===== src/cssx_pkg.sv =====
// Register map, opcodes and field positions of the compact store/subtract unit
package cssx_pkg;
  // Register byte offsets
  localparam logic [7:0] ADDR_CTRL   = 8'h00;
  localparam logic [7:0] ADDR_BASE   = 8'h04;
  localparam logic [7:0] ADDR_OFFSET = 8'h08;
  localparam logic [7:0] ADDR_SRC    = 8'h0c;
  localparam logic [7:0] ADDR_IMM    = 8'h10;
  localparam logic [7:0] ADDR_CMD    = 8'h14;
  localparam logic [7:0] ADDR_STATUS = 8'h18;
  localparam logic [7:0] ADDR_RESULT = 8'h1c;
  localparam logic [7:0] ADDR_LADDR  = 8'h20;
  // Control and status field positions
  localparam int CTRL_ALIGN = 0;
  localparam int STAT_BUSY  = 0;
  localparam int STAT_DONE  = 1;
  localparam int STAT_ALIGN = 2;
  localparam int STAT_ABORT = 3;
  // Flag positions inside the four-bit flag field
  localparam int FLAG_V = 0;
  localparam int FLAG_C = 1;
  localparam int FLAG_Z = 2;
  localparam int FLAG_N = 3;
  // Reset values
  localparam logic [31:0] RST_WORD  = 32'h0;
  localparam logic [7:0]  RST_IMM   = 8'h0;
  localparam logic [3:0]  RST_FLAGS = 4'h0;
  // Number of legal operation codes
  localparam logic [2:0]  OP_COUNT  = 3'h6;
  // Operation codes written to the command register
  typedef enum logic [2:0] {
    OP_ST_BYTE_IMM,
    OP_ST_BYTE_REG,
    OP_ST_HALF_IMM,
    OP_ST_HALF_REG,
    OP_SUB_IMM3,
    OP_SUB_IMM8
  } cssx_op_type;
  // Execution states
  typedef enum logic {
    EX_IDLE,
    EX_MEM
  } cssx_state_type;
endpackage : cssx_pkg


===== src/cssx_exec.sv =====
// Compact store and subtract-immediate execution unit with AHB-Lite registers
module cssx_exec
  import cssx_pkg::*;
(
  input  wire logic        CORE_CLK_I,
  input  wire logic        RST_B_I,
  input  wire logic        HSEL_I,
  input  wire logic [31:0] HADDR_I,
  input  wire logic [1:0]  HTRANS_I,
  input  wire logic        HWRITE_I,
  input  wire logic [2:0]  HSIZE_I,
  input  wire logic [31:0] HWDATA_I,
  input  wire logic        HREADY_I,
  output logic      [31:0] HRDATA_O,
  output logic             HREADYOUT_O,
  output logic             HRESP_O,
  output logic             DMEM_REQ_O,
  output logic      [31:0] DMEM_ADDR_O,
  output logic      [31:0] DMEM_WDATA_O,
  output logic      [3:0]  DMEM_BE_O,
  input  wire logic        DMEM_DONE_I,
  input  wire logic        DMEM_ABORT_I,
  output logic             EXC_ALIGN_O,
  output logic             EXC_ABORT_O
);

  logic           rst_meta;
  logic           rst_n;
  logic           wr_pend;
  logic           rd_pend;
  logic [7:0]     ph_addr;
  logic           ctrl_align;
  logic [31:0]    base_q;
  logic [31:0]    offset_q;
  logic [31:0]    src_q;
  logic [7:0]     imm_q;
  logic [31:0]    result_q;
  logic [31:0]    laddr_q;
  logic [3:0]     flags_q;
  logic           done_q;
  logic           align_q;
  logic           abort_q;
  cssx_state_type state;

  // Reset release through two flip-flops
  always_ff @(posedge CORE_CLK_I or negedge RST_B_I) begin
    if (!RST_B_I) begin
      rst_meta <= 1'b0;
      rst_n    <= 1'b0;
    end else begin
      rst_meta <= 1'b1;
      rst_n    <= rst_meta;
    end
  end

  // Bus address phase decode
  wire acc    = HSEL_I & HTRANS_I[1] & HREADY_I;
  wire wr_ctl = wr_pend && (ph_addr == ADDR_CTRL);
  wire wr_bas = wr_pend && (ph_addr == ADDR_BASE);
  wire wr_off = wr_pend && (ph_addr == ADDR_OFFSET);
  wire wr_src = wr_pend && (ph_addr == ADDR_SRC);
  wire wr_imm = wr_pend && (ph_addr == ADDR_IMM);
  wire wr_cmd = wr_pend && (ph_addr == ADDR_CMD);
  wire wr_sts = wr_pend && (ph_addr == ADDR_STATUS);

  // Command decode straight from the write data
  wire         op_ok  = HWDATA_I[2:0] < OP_COUNT;
  cssx_op_type cmd_op;
  assign cmd_op = cssx_op_type'(HWDATA_I[2:0]);
  wire launch  = wr_cmd && op_ok && (state == EX_IDLE);
  wire is_half = (cmd_op == OP_ST_HALF_IMM) || (cmd_op == OP_ST_HALF_REG);
  wire is_sub  = (cmd_op == OP_SUB_IMM3) || (cmd_op == OP_SUB_IMM8);

  // Store address forming
  wire [31:0] off_imm_b = {27'h0, imm_q[4:0]};
  wire [31:0] off_imm_h = {26'h0, imm_q[4:0], 1'b0};
  wire [31:0] st_off    = (cmd_op == OP_ST_BYTE_IMM) ? off_imm_b :
                          (cmd_op == OP_ST_HALF_IMM) ? off_imm_h :
                          offset_q;
  wire [31:0] st_addr   = base_q + st_off;
  wire        misalign  = is_half && st_addr[0] && ctrl_align;
  wire        st_go     = launch && !is_sub && !misalign;

  // Store lanes; a misaligned halfword simply uses its pair of lanes
  wire [7:0]  src_b   = src_q[7:0];
  wire [15:0] src_h   = src_q[15:0];
  wire [3:0]  be_byte = 4'h1 << st_addr[1:0];
  wire [3:0]  be_half = st_addr[1] ? 4'hc : 4'h3;
  wire [31:0] st_data = is_half ? {2{src_h}} : {4{src_b}};

  // Subtract datapath with zero-extended immediates
  wire [31:0] imm3w    = {29'h0, imm_q[2:0]};
  wire [31:0] imm8w    = {24'h0, imm_q};
  wire        sub3     = cmd_op == OP_SUB_IMM3;
  wire [31:0] sub_a    = sub3 ? base_q : src_q;
  wire [31:0] sub_b    = sub3 ? imm3w : imm8w;
  wire [32:0] sub_full = {1'b0, sub_a} - {1'b0, sub_b};
  wire [31:0] sub_res  = sub_full[31:0];
  wire        sub_n    = sub_res[31];
  wire        sub_z    = sub_res == 32'h0;
  wire        sub_c    = ~sub_full[32];
  wire        sub_v    = (sub_a[31] ^ sub_b[31]) & (sub_a[31] ^ sub_res[31]);

  // Sticky status with set winning over a write-one clear
  wire mem_end    = (state == EX_MEM) && (DMEM_DONE_I || DMEM_ABORT_I);
  wire set_done   = (launch && is_sub) || ((state == EX_MEM) && DMEM_DONE_I && !DMEM_ABORT_I);
  wire set_align  = launch && !is_sub && misalign;
  wire set_abort  = (state == EX_MEM) && DMEM_ABORT_I;
  wire next_done  = (done_q & ~(wr_sts & HWDATA_I[STAT_DONE])) | set_done;
  wire next_align = (align_q & ~(wr_sts & HWDATA_I[STAT_ALIGN])) | set_align;
  wire next_abort = (abort_q & ~(wr_sts & HWDATA_I[STAT_ABORT])) | set_abort;

  // Read data selection
  wire [31:0] stat_word = {24'h0, flags_q, abort_q, align_q, done_q, state == EX_MEM};
  wire [31:0] rd_mux = (ph_addr == ADDR_CTRL)   ? {31'h0, ctrl_align} :
                       (ph_addr == ADDR_BASE)   ? base_q :
                       (ph_addr == ADDR_OFFSET) ? offset_q :
                       (ph_addr == ADDR_SRC)    ? src_q :
                       (ph_addr == ADDR_IMM)    ? {24'h0, imm_q} :
                       (ph_addr == ADDR_STATUS) ? stat_word :
                       (ph_addr == ADDR_RESULT) ? result_q :
                       (ph_addr == ADDR_LADDR)  ? laddr_q :
                       32'h0;

  // Bus phases; reads take one wait state so they see the latest write
  always_ff @(posedge CORE_CLK_I or negedge rst_n) begin
    if (!rst_n) begin
      wr_pend     <= 1'b0;
      rd_pend     <= 1'b0;
      ph_addr     <= 8'h0;
      HREADYOUT_O <= 1'b1;
      HRESP_O     <= 1'b0;
      HRDATA_O    <= RST_WORD;
    end else begin
      wr_pend     <= acc & HWRITE_I;
      rd_pend     <= acc & ~HWRITE_I;
      HREADYOUT_O <= ~(acc & ~HWRITE_I);
      HRESP_O     <= 1'b0;
      if (acc) begin
        ph_addr <= HADDR_I[7:0];
      end
      if (rd_pend) begin
        HRDATA_O <= rd_mux;
      end
    end
  end

  // Software registers
  always_ff @(posedge CORE_CLK_I or negedge rst_n) begin
    if (!rst_n) begin
      ctrl_align <= 1'b0;
      base_q     <= RST_WORD;
      offset_q   <= RST_WORD;
      imm_q      <= RST_IMM;
    end else begin
      if (wr_ctl) ctrl_align <= HWDATA_I[CTRL_ALIGN];
      if (wr_bas) base_q <= HWDATA_I;
      if (wr_off) offset_q <= HWDATA_I;
      if (wr_imm) imm_q <= HWDATA_I[7:0];
    end
  end

  // Results, flags and sticky status
  always_ff @(posedge CORE_CLK_I or negedge rst_n) begin
    if (!rst_n) begin
      src_q    <= RST_WORD;
      result_q <= RST_WORD;
      laddr_q  <= RST_WORD;
      flags_q  <= RST_FLAGS;
      done_q   <= 1'b0;
      align_q  <= 1'b0;
      abort_q  <= 1'b0;
    end else begin
      done_q  <= next_done;
      align_q <= next_align;
      abort_q <= next_abort;
      if (launch && is_sub) begin
        result_q <= sub_res;
        flags_q  <= {sub_n, sub_z, sub_c, sub_v};
      end
      if (launch && cmd_op == OP_SUB_IMM8) begin
        src_q <= sub_res;
      end else if (wr_src) begin
        src_q <= HWDATA_I;
      end
      if (launch && !is_sub) begin
        laddr_q <= st_addr;
      end
    end
  end

  // Store sequencer towards data memory
  always_ff @(posedge CORE_CLK_I or negedge rst_n) begin
    if (!rst_n) begin
      state        <= EX_IDLE;
      DMEM_REQ_O   <= 1'b0;
      DMEM_ADDR_O  <= RST_WORD;
      DMEM_WDATA_O <= RST_WORD;
      DMEM_BE_O    <= 4'h0;
      EXC_ALIGN_O  <= 1'b0;
      EXC_ABORT_O  <= 1'b0;
    end else begin
      EXC_ALIGN_O <= set_align;
      EXC_ABORT_O <= set_abort;
      unique case (state)
        EX_IDLE: begin
          if (st_go) begin
            DMEM_REQ_O   <= 1'b1;
            DMEM_ADDR_O  <= st_addr;
            DMEM_WDATA_O <= st_data;
            DMEM_BE_O    <= is_half ? be_half : be_byte;
            state        <= EX_MEM;
          end
        end
        EX_MEM: begin
          if (mem_end) begin
            DMEM_REQ_O <= 1'b0;
            state      <= EX_IDLE;
          end
        end
      endcase
    end
  end

  wire base_sign = base_q[31];
  wire src_sign  = src_q[31];
endmodule : cssx_exec


===== config.mk =====
export PLATFORM = sky130hd
export DESIGN_NAME = cssx_exec
export DESIGN_NICKNAME = d
export VERILOG_FILES = /design/src/cssx_pkg.sv /design/src/cssx_exec.sv
export SDC_FILE = /design/constraint.sdc
export NUM_CORES = 1
export LEC_CHECK = 0
export ABC_AREA = 1
export BUFFER_PORTS_ARGS = -buffer_cell sky130_fd_sc_hd__buf_2
export CAP_MARGIN = 20
export CORE_UTILIZATION = 50
export CTS_CLUSTER_DIAMETER = 40
export DETAILED_ROUTE_END_ITERATION = 16
export HOLD_SLACK_MARGIN = 0.03
export PLACE_DENSITY = 0.73
export SYNTH_ARGS = -nofsm -noshare
export SYNTH_HDL_FRONTEND = slang
export SYNTH_SLANG_ARGS = --single-unit

===== constraint.sdc =====
create_clock -name CORE_CLK_I -period 8 [get_ports CORE_CLK_I]
set_input_delay 0.4 -clock CORE_CLK_I [delete_from_list [all_inputs] [get_ports CORE_CLK_I]]
set_output_delay 0.4 -clock CORE_CLK_I [all_outputs]
set_load 0.05 [all_outputs]

After elaboration in Yosys (flattened, before gate mapping) --
Cells that the tools add are included.
Cells by class: equal/unequal tests 14, bitwise logic cells 23, muxes and demuxes 23, shift-type cells 1, reduce and logical (&&, ||, !) cells 33, add/subtract/negate cells 2, order comparisons 1
Operators by type and width (number):
- 32-bit two-way mux | 14
- 32-bit by 8-bit subtractor with 33-bit output | 1
- 32-bit adder | 1
- 8-bit by 5-bit == test with 1-bit output (second input constant) | 4
- 32-bit zero test | 1
- 1-bit logical AND | 20
- 8-bit by 4-bit == test with 1-bit output (second input constant) | 2
- 1-bit bitwise AND | 11
- 8-bit by 3-bit == test with 1-bit output (second input constant) | 1
- 8-bit by 6-bit == test with 1-bit output (second input constant) | 1
- 8-bit zero test | 1
- 4-bit two-way mux | 2
- 8-bit two-way mux | 1
- 1-bit NOT | 7
- 3-bit by 2-bit == test with 1-bit output (second input constant) | 2
- 3-bit == test (second input constant) | 2
- 1-bit logical OR | 4
- 1-bit two-way mux | 4
- 1-bit one-hot mux with 2 select lines | 2
- 2-bit AND reduction | 2
- 1-bit by 2-bit << shifter with 4-bit output (first input constant) | 1
- 1-bit zero test | 3
- 3-bit zero test | 1
- 3-bit < comparator (second input constant) | 1
- 6 further kinds | 8
Word-level totals: register bits 293, word-level logic and storage cells 122, output and inout bits 105

Longest topological paths before layout --
word-level depth 10, gate-level depth with buffers 30, depth with buffers taken out 27

Worst setup path after synthesis --
OpenSTA, ideal clock, no wires.
path kind input -> register, start point in HWDATA_I[0], end point reg flags_q[2], data required time 7934 ps, library setup time 66 ps, cell stages on the path 28, data arrival time 3806 ps, path buffers 3, path slack 4128 ps, path through nor2_4 nand2_4 buf_6 buf_2 buf_1 nor2_1 a21oi_1 ha_1 or2_2 nand3_1 nand2_1 nand2_1 nand4_1 nor2_2 nand2_1 nor4_1 ha_1 nor3_1 nand3_1 nor2_1 nand3_1 nor2_1 nand3_1 nor2_1 nand3_1 nor2_1 nand3_1 nand2_1
Between the ends: longest elaborated chain between the ends 4
Ends and longest elaborated chain:
- from (decl) | RTL line cssx_exec.sv:12 | input wire logic [31:0] HWDATA_I,
- 3-bit == test (*) | RTL line cssx_exec.sv:94 | wire sub3 = cmd_op == OP_SUB_IMM3;
- 32-bit two-way mux / 8-bit two-way mux (equally long branches) | RTL line cssx_exec.sv:95, cssx_exec.sv:96
- 32-bit by 8-bit subtractor with 33-bit output (*) | RTL line cssx_exec.sv:97 | wire [32:0] sub_full = {1'b0, sub_a} - {1'b0, sub_b};
- named net sub_full[31] | RTL line cssx_exec.sv:97
- 32-bit zero test (*) | RTL line cssx_exec.sv:100 | wire sub_z = sub_res == 32'h0;
- to (signal assigned) | RTL line cssx_exec.sv:179 | flags_q <= {sub_n, sub_z, sub_c, sub_v};
- to (decl) | RTL line cssx_exec.sv:39 | logic [3:0] flags_q;
The timed path passes the listed nets; every way through them passes the cells marked *. A chain may end at the register's enable or synchronous reset.

Worst setup path in the final report --
Same ends and word-level chain as after synthesis.

==> flow_metrics.env <==
export IMPL_power_density_nw_per_um2=195
export IMPL_post_cts_buffers=0
export IMPL_portBuffers=151
export IMPL_drc=0
export IMPL_cp_max_fo=65
export IMPL_cp_common_cell="nand3_1"
export IMPL_cts_buffer_depth=3
export IMPL_pre_cts_slack_ns=2.20
export IMPL_antenna_found_initial=1
export IMPL_synth_area_leader_cell="dfrtp_1"
export IMPL_synth_top_area_share_pct=43.1
export IMPL_drt_initial_drc_count=1869
export IMPL_max_slew_margin_rel_pct=38.5
export IMPL_rows=65
export IMPL_overflow=0
export IMPL_peakVddDrop_mv=0.168
export IMPL_synth_area_mux_share_pct=0.0705
export IMPL_post_dp_cell_area_um2=16800
export IMPL_ant_nets=0
export IMPL_synthXorXnorAreaFrac_pct=1.47
export IMPL_ys_ff_latch=276
export IMPL_drv_slew=0
export IMPL_setup_viol=0
export IMPL_cts_tree="done"
export IMPL_fillers=2907
export IMPL_grt_usage_pct=33.2
export IMPL_diodes=0
export IMPL_hold_violations=0
export IMPL_root_buffer="clkbuf_16"
export IMPL_grt_pass1_vias=14400
export IMPL_synth_cell_type_count=56
export IMPL_crit_path_end_kind="register"
export IMPL_pin_count=181
export IMPL_ys_top_cells_by_count="nand2_1, o21ai_0, dfrtp_1"
export IMPL_cp_slowest_cell="nor2_4"
export IMPL_holdWs_ns=0.0519
export IMPL_cts_resized=0
export IMPL_cts_buffers=41
export IMPL_dp_hpwl_um=40600
export IMPL_finalWorstSetupSlack_ns=2.68
export IMPL_grt_max_degree=73
export IMPL_initial_utilization_pct=50.8
export IMPL_min_path_type="input port to register"
export IMPL_max_freq_mhz=188
export IMPL_gp_congestion=0.981
export IMPL_ctsHoldBuffers=1
export IMPL_clk_pin_slew_ns=0.06
export IMPL_synth_nets=2301
export IMPL_cp_slowest_stage_delay_ns=0.66
export IMPL_r2r_setup_slack_ns=3.61
export IMPL_startpoint_type="input port"
export IMPL_synth_area_top_cells="dfrtp_1, nand2_1, o21ai_0"
export IMPL_setup_tns_ns=0
export IMPL_grt_pass1_wl_um=83600
export IMPL_synth_compound_area_share_pct=16.4
export IMPL_min_period_ns=5.32
export IMPL_worstMarginPinSlew_ns=0.922
export IMPL_viasPerCell=5.68
export IMPL_fin_area_um2=18300
export IMPL_synth_top_family_by_area="simple AND/OR/NAND/NOR gates"
export IMPL_async_flop_share_pct=100
export IMPL_numClockSinks=276
export IMPL_die_x_um=181
export IMPL_outcome="finished clean"
export IMPL_utilization_pct=58.0
export IMPL_critPathRequiredTime_ns=8.47
export IMPL_synth_most_common_cell="nand2_1"
export IMPL_dieHeight_um=181
export IMPL_core_area_um2=31500
export IMPL_syn_inst=2183
export IMPL_dieArea_um2=32700
export IMPL_clock_latency_ns=0.54
export IMPL_finClkSkew_ns=0.0218
export IMPL_critical_path_arrival_ns=5.78
export IMPL_cts_htree_levels=2
export IMPL_detail_route_wl_per_cell_um=19.7
export IMPL_synth_warning_count=0
export IMPL_fin_nets=2411
export IMPL_route_vias_total=15500
export IMPL_synth_seq_area_share_pct=43.2
export IMPL_layout_drive_gt1_share_pct=12.7
export IMPL_area_growth_syn_to_layout_pct=14.2
export IMPL_synth_main_ff_cell="dfrtp_1"
export IMPL_synth_edf_count=0
export IMPL_cap_violations=0
export IMPL_postSynthAreaPerCell_um2=7.32
export IMPL_period_share_pct=66.5
export IMPL_synthSimpleGateAreaFrac_pct=26.6
export IMPL_synthAdderAreaFrac_pct=3.38
export IMPL_leakagePower_nw=9.65
export IMPL_first_pass_iters=6
export IMPL_crit_type="input port to register"
export IMPL_rsz0062_at_grt="false"
export IMPL_wirelength_um=53800
export IMPL_netlist_area_um2=16000
## cell families (layout without fill, tap and decap cells)
family | count (synthesis) | after routing
AND/OR/NAND/NOR | 1031 | 1031
XOR/XNOR | 26 | 26
other | 2 | 2
AO/OA/AOI/OAI | 468 | 468
adder cells (fa/ha/maj) | 42 | 42
buffers and inverters | 337 | 478
flip-flops | 276 | 276
multiplexers | 1 | 1
## where the power goes
part	switching (mW)	internal, mW	leakage [nW]
Clock	0.711	1.11	0.678
Sequential	0.0158	1.42	3.26
Combinational	0.221	0.0818	5.72
## final timing paths
path / start / end / cells past startpoint
min: HWRITE_I / rd_pend / 2
min in group asynchronous: rst_n / DMEM_REQ_O / 0
max: HWDATA_I[0] / flags_q[2] / 26
min reg2reg: rst_n / DMEM_REQ_O / 0
max in group asynchronous: rst_n / result_q[14] / 2
max reg2reg: base_q[2] / flags_q[2] / 23
## sequential cells by signal, indices dropped and copies added (netlist names), 3 cells and up
signal,cells
DMEM_ADDR_O,32
DMEM_BE_O,4
DMEM_WDATA_O,16
HRDATA_O,32
base_q,32
flags_q,3
imm_q,8
laddr_q,32
offset_q,32
ph_addr,8
result_q,32
src_q,32
## metrics by stage
step | power (mW) | instances
finish | 3.55 | 2726
CTS | 3.56 | 2725
floorplan | 1.66 | 2183
global placement | 1.75 | 2650
global route | 3.66 | 2726
detailed placement | 1.75 | 2650
## worst max-delay path: cells and delay by family
kind	cells	cell delay (ns)
fa+ha+maj	2	0.76
buf+inv	1	0.17
compound gates	1	0.07
simple gates	22	4.36
## layout by cell type, fill, tap and decap left out, types with 4 or more instances in the layout
cell type	count
nand3b_1	17
nand2_1	677
or2_2	8
clkbuf_1	4
a2111oi_0	6
o31ai_1	5
dfrtp_1	274
a22oi_1	9
clkinv_4	7
buf_4	19
nand4_1	15
a21o_1	4
a31oi_1	8
a21oi_1	70
xnor2_1	8
o211ai_1	15
nor2_2	14
o22ai_1	25
nor2_1	161
buf_2	151
o21ai_0	292
o2111ai_1	4
nand3_1	101
clkinv_2	5
o221ai_1	8
nor3_1	17
inv_2	5
clkbuf_16	42
nand2_2	12
ha_1	40
xor2_1	17
inv_1	225
## per-layer routing
metal / track usage, % / part of all wire, %
met1: 52.0 / 47
met2: 45.7 / 40
met3: 7.46 / 11
met4: 8.31 / 2.1
met5: 0 / 0
## final cells by class
type	instances	area (um^2)	share of cell area (%)
Multi-Input combinational cell	1570	7660	42.0
Sequential cell	276	6910	37.9
Clock inverter	25	290	1.59
Clock buffer	49	1110	6.06
Timing Repair Buffer	171	908	4.97
Tap cell	402	503	2.75
Inverter	233	875	4.79
(Power assumes the default switching activity.)
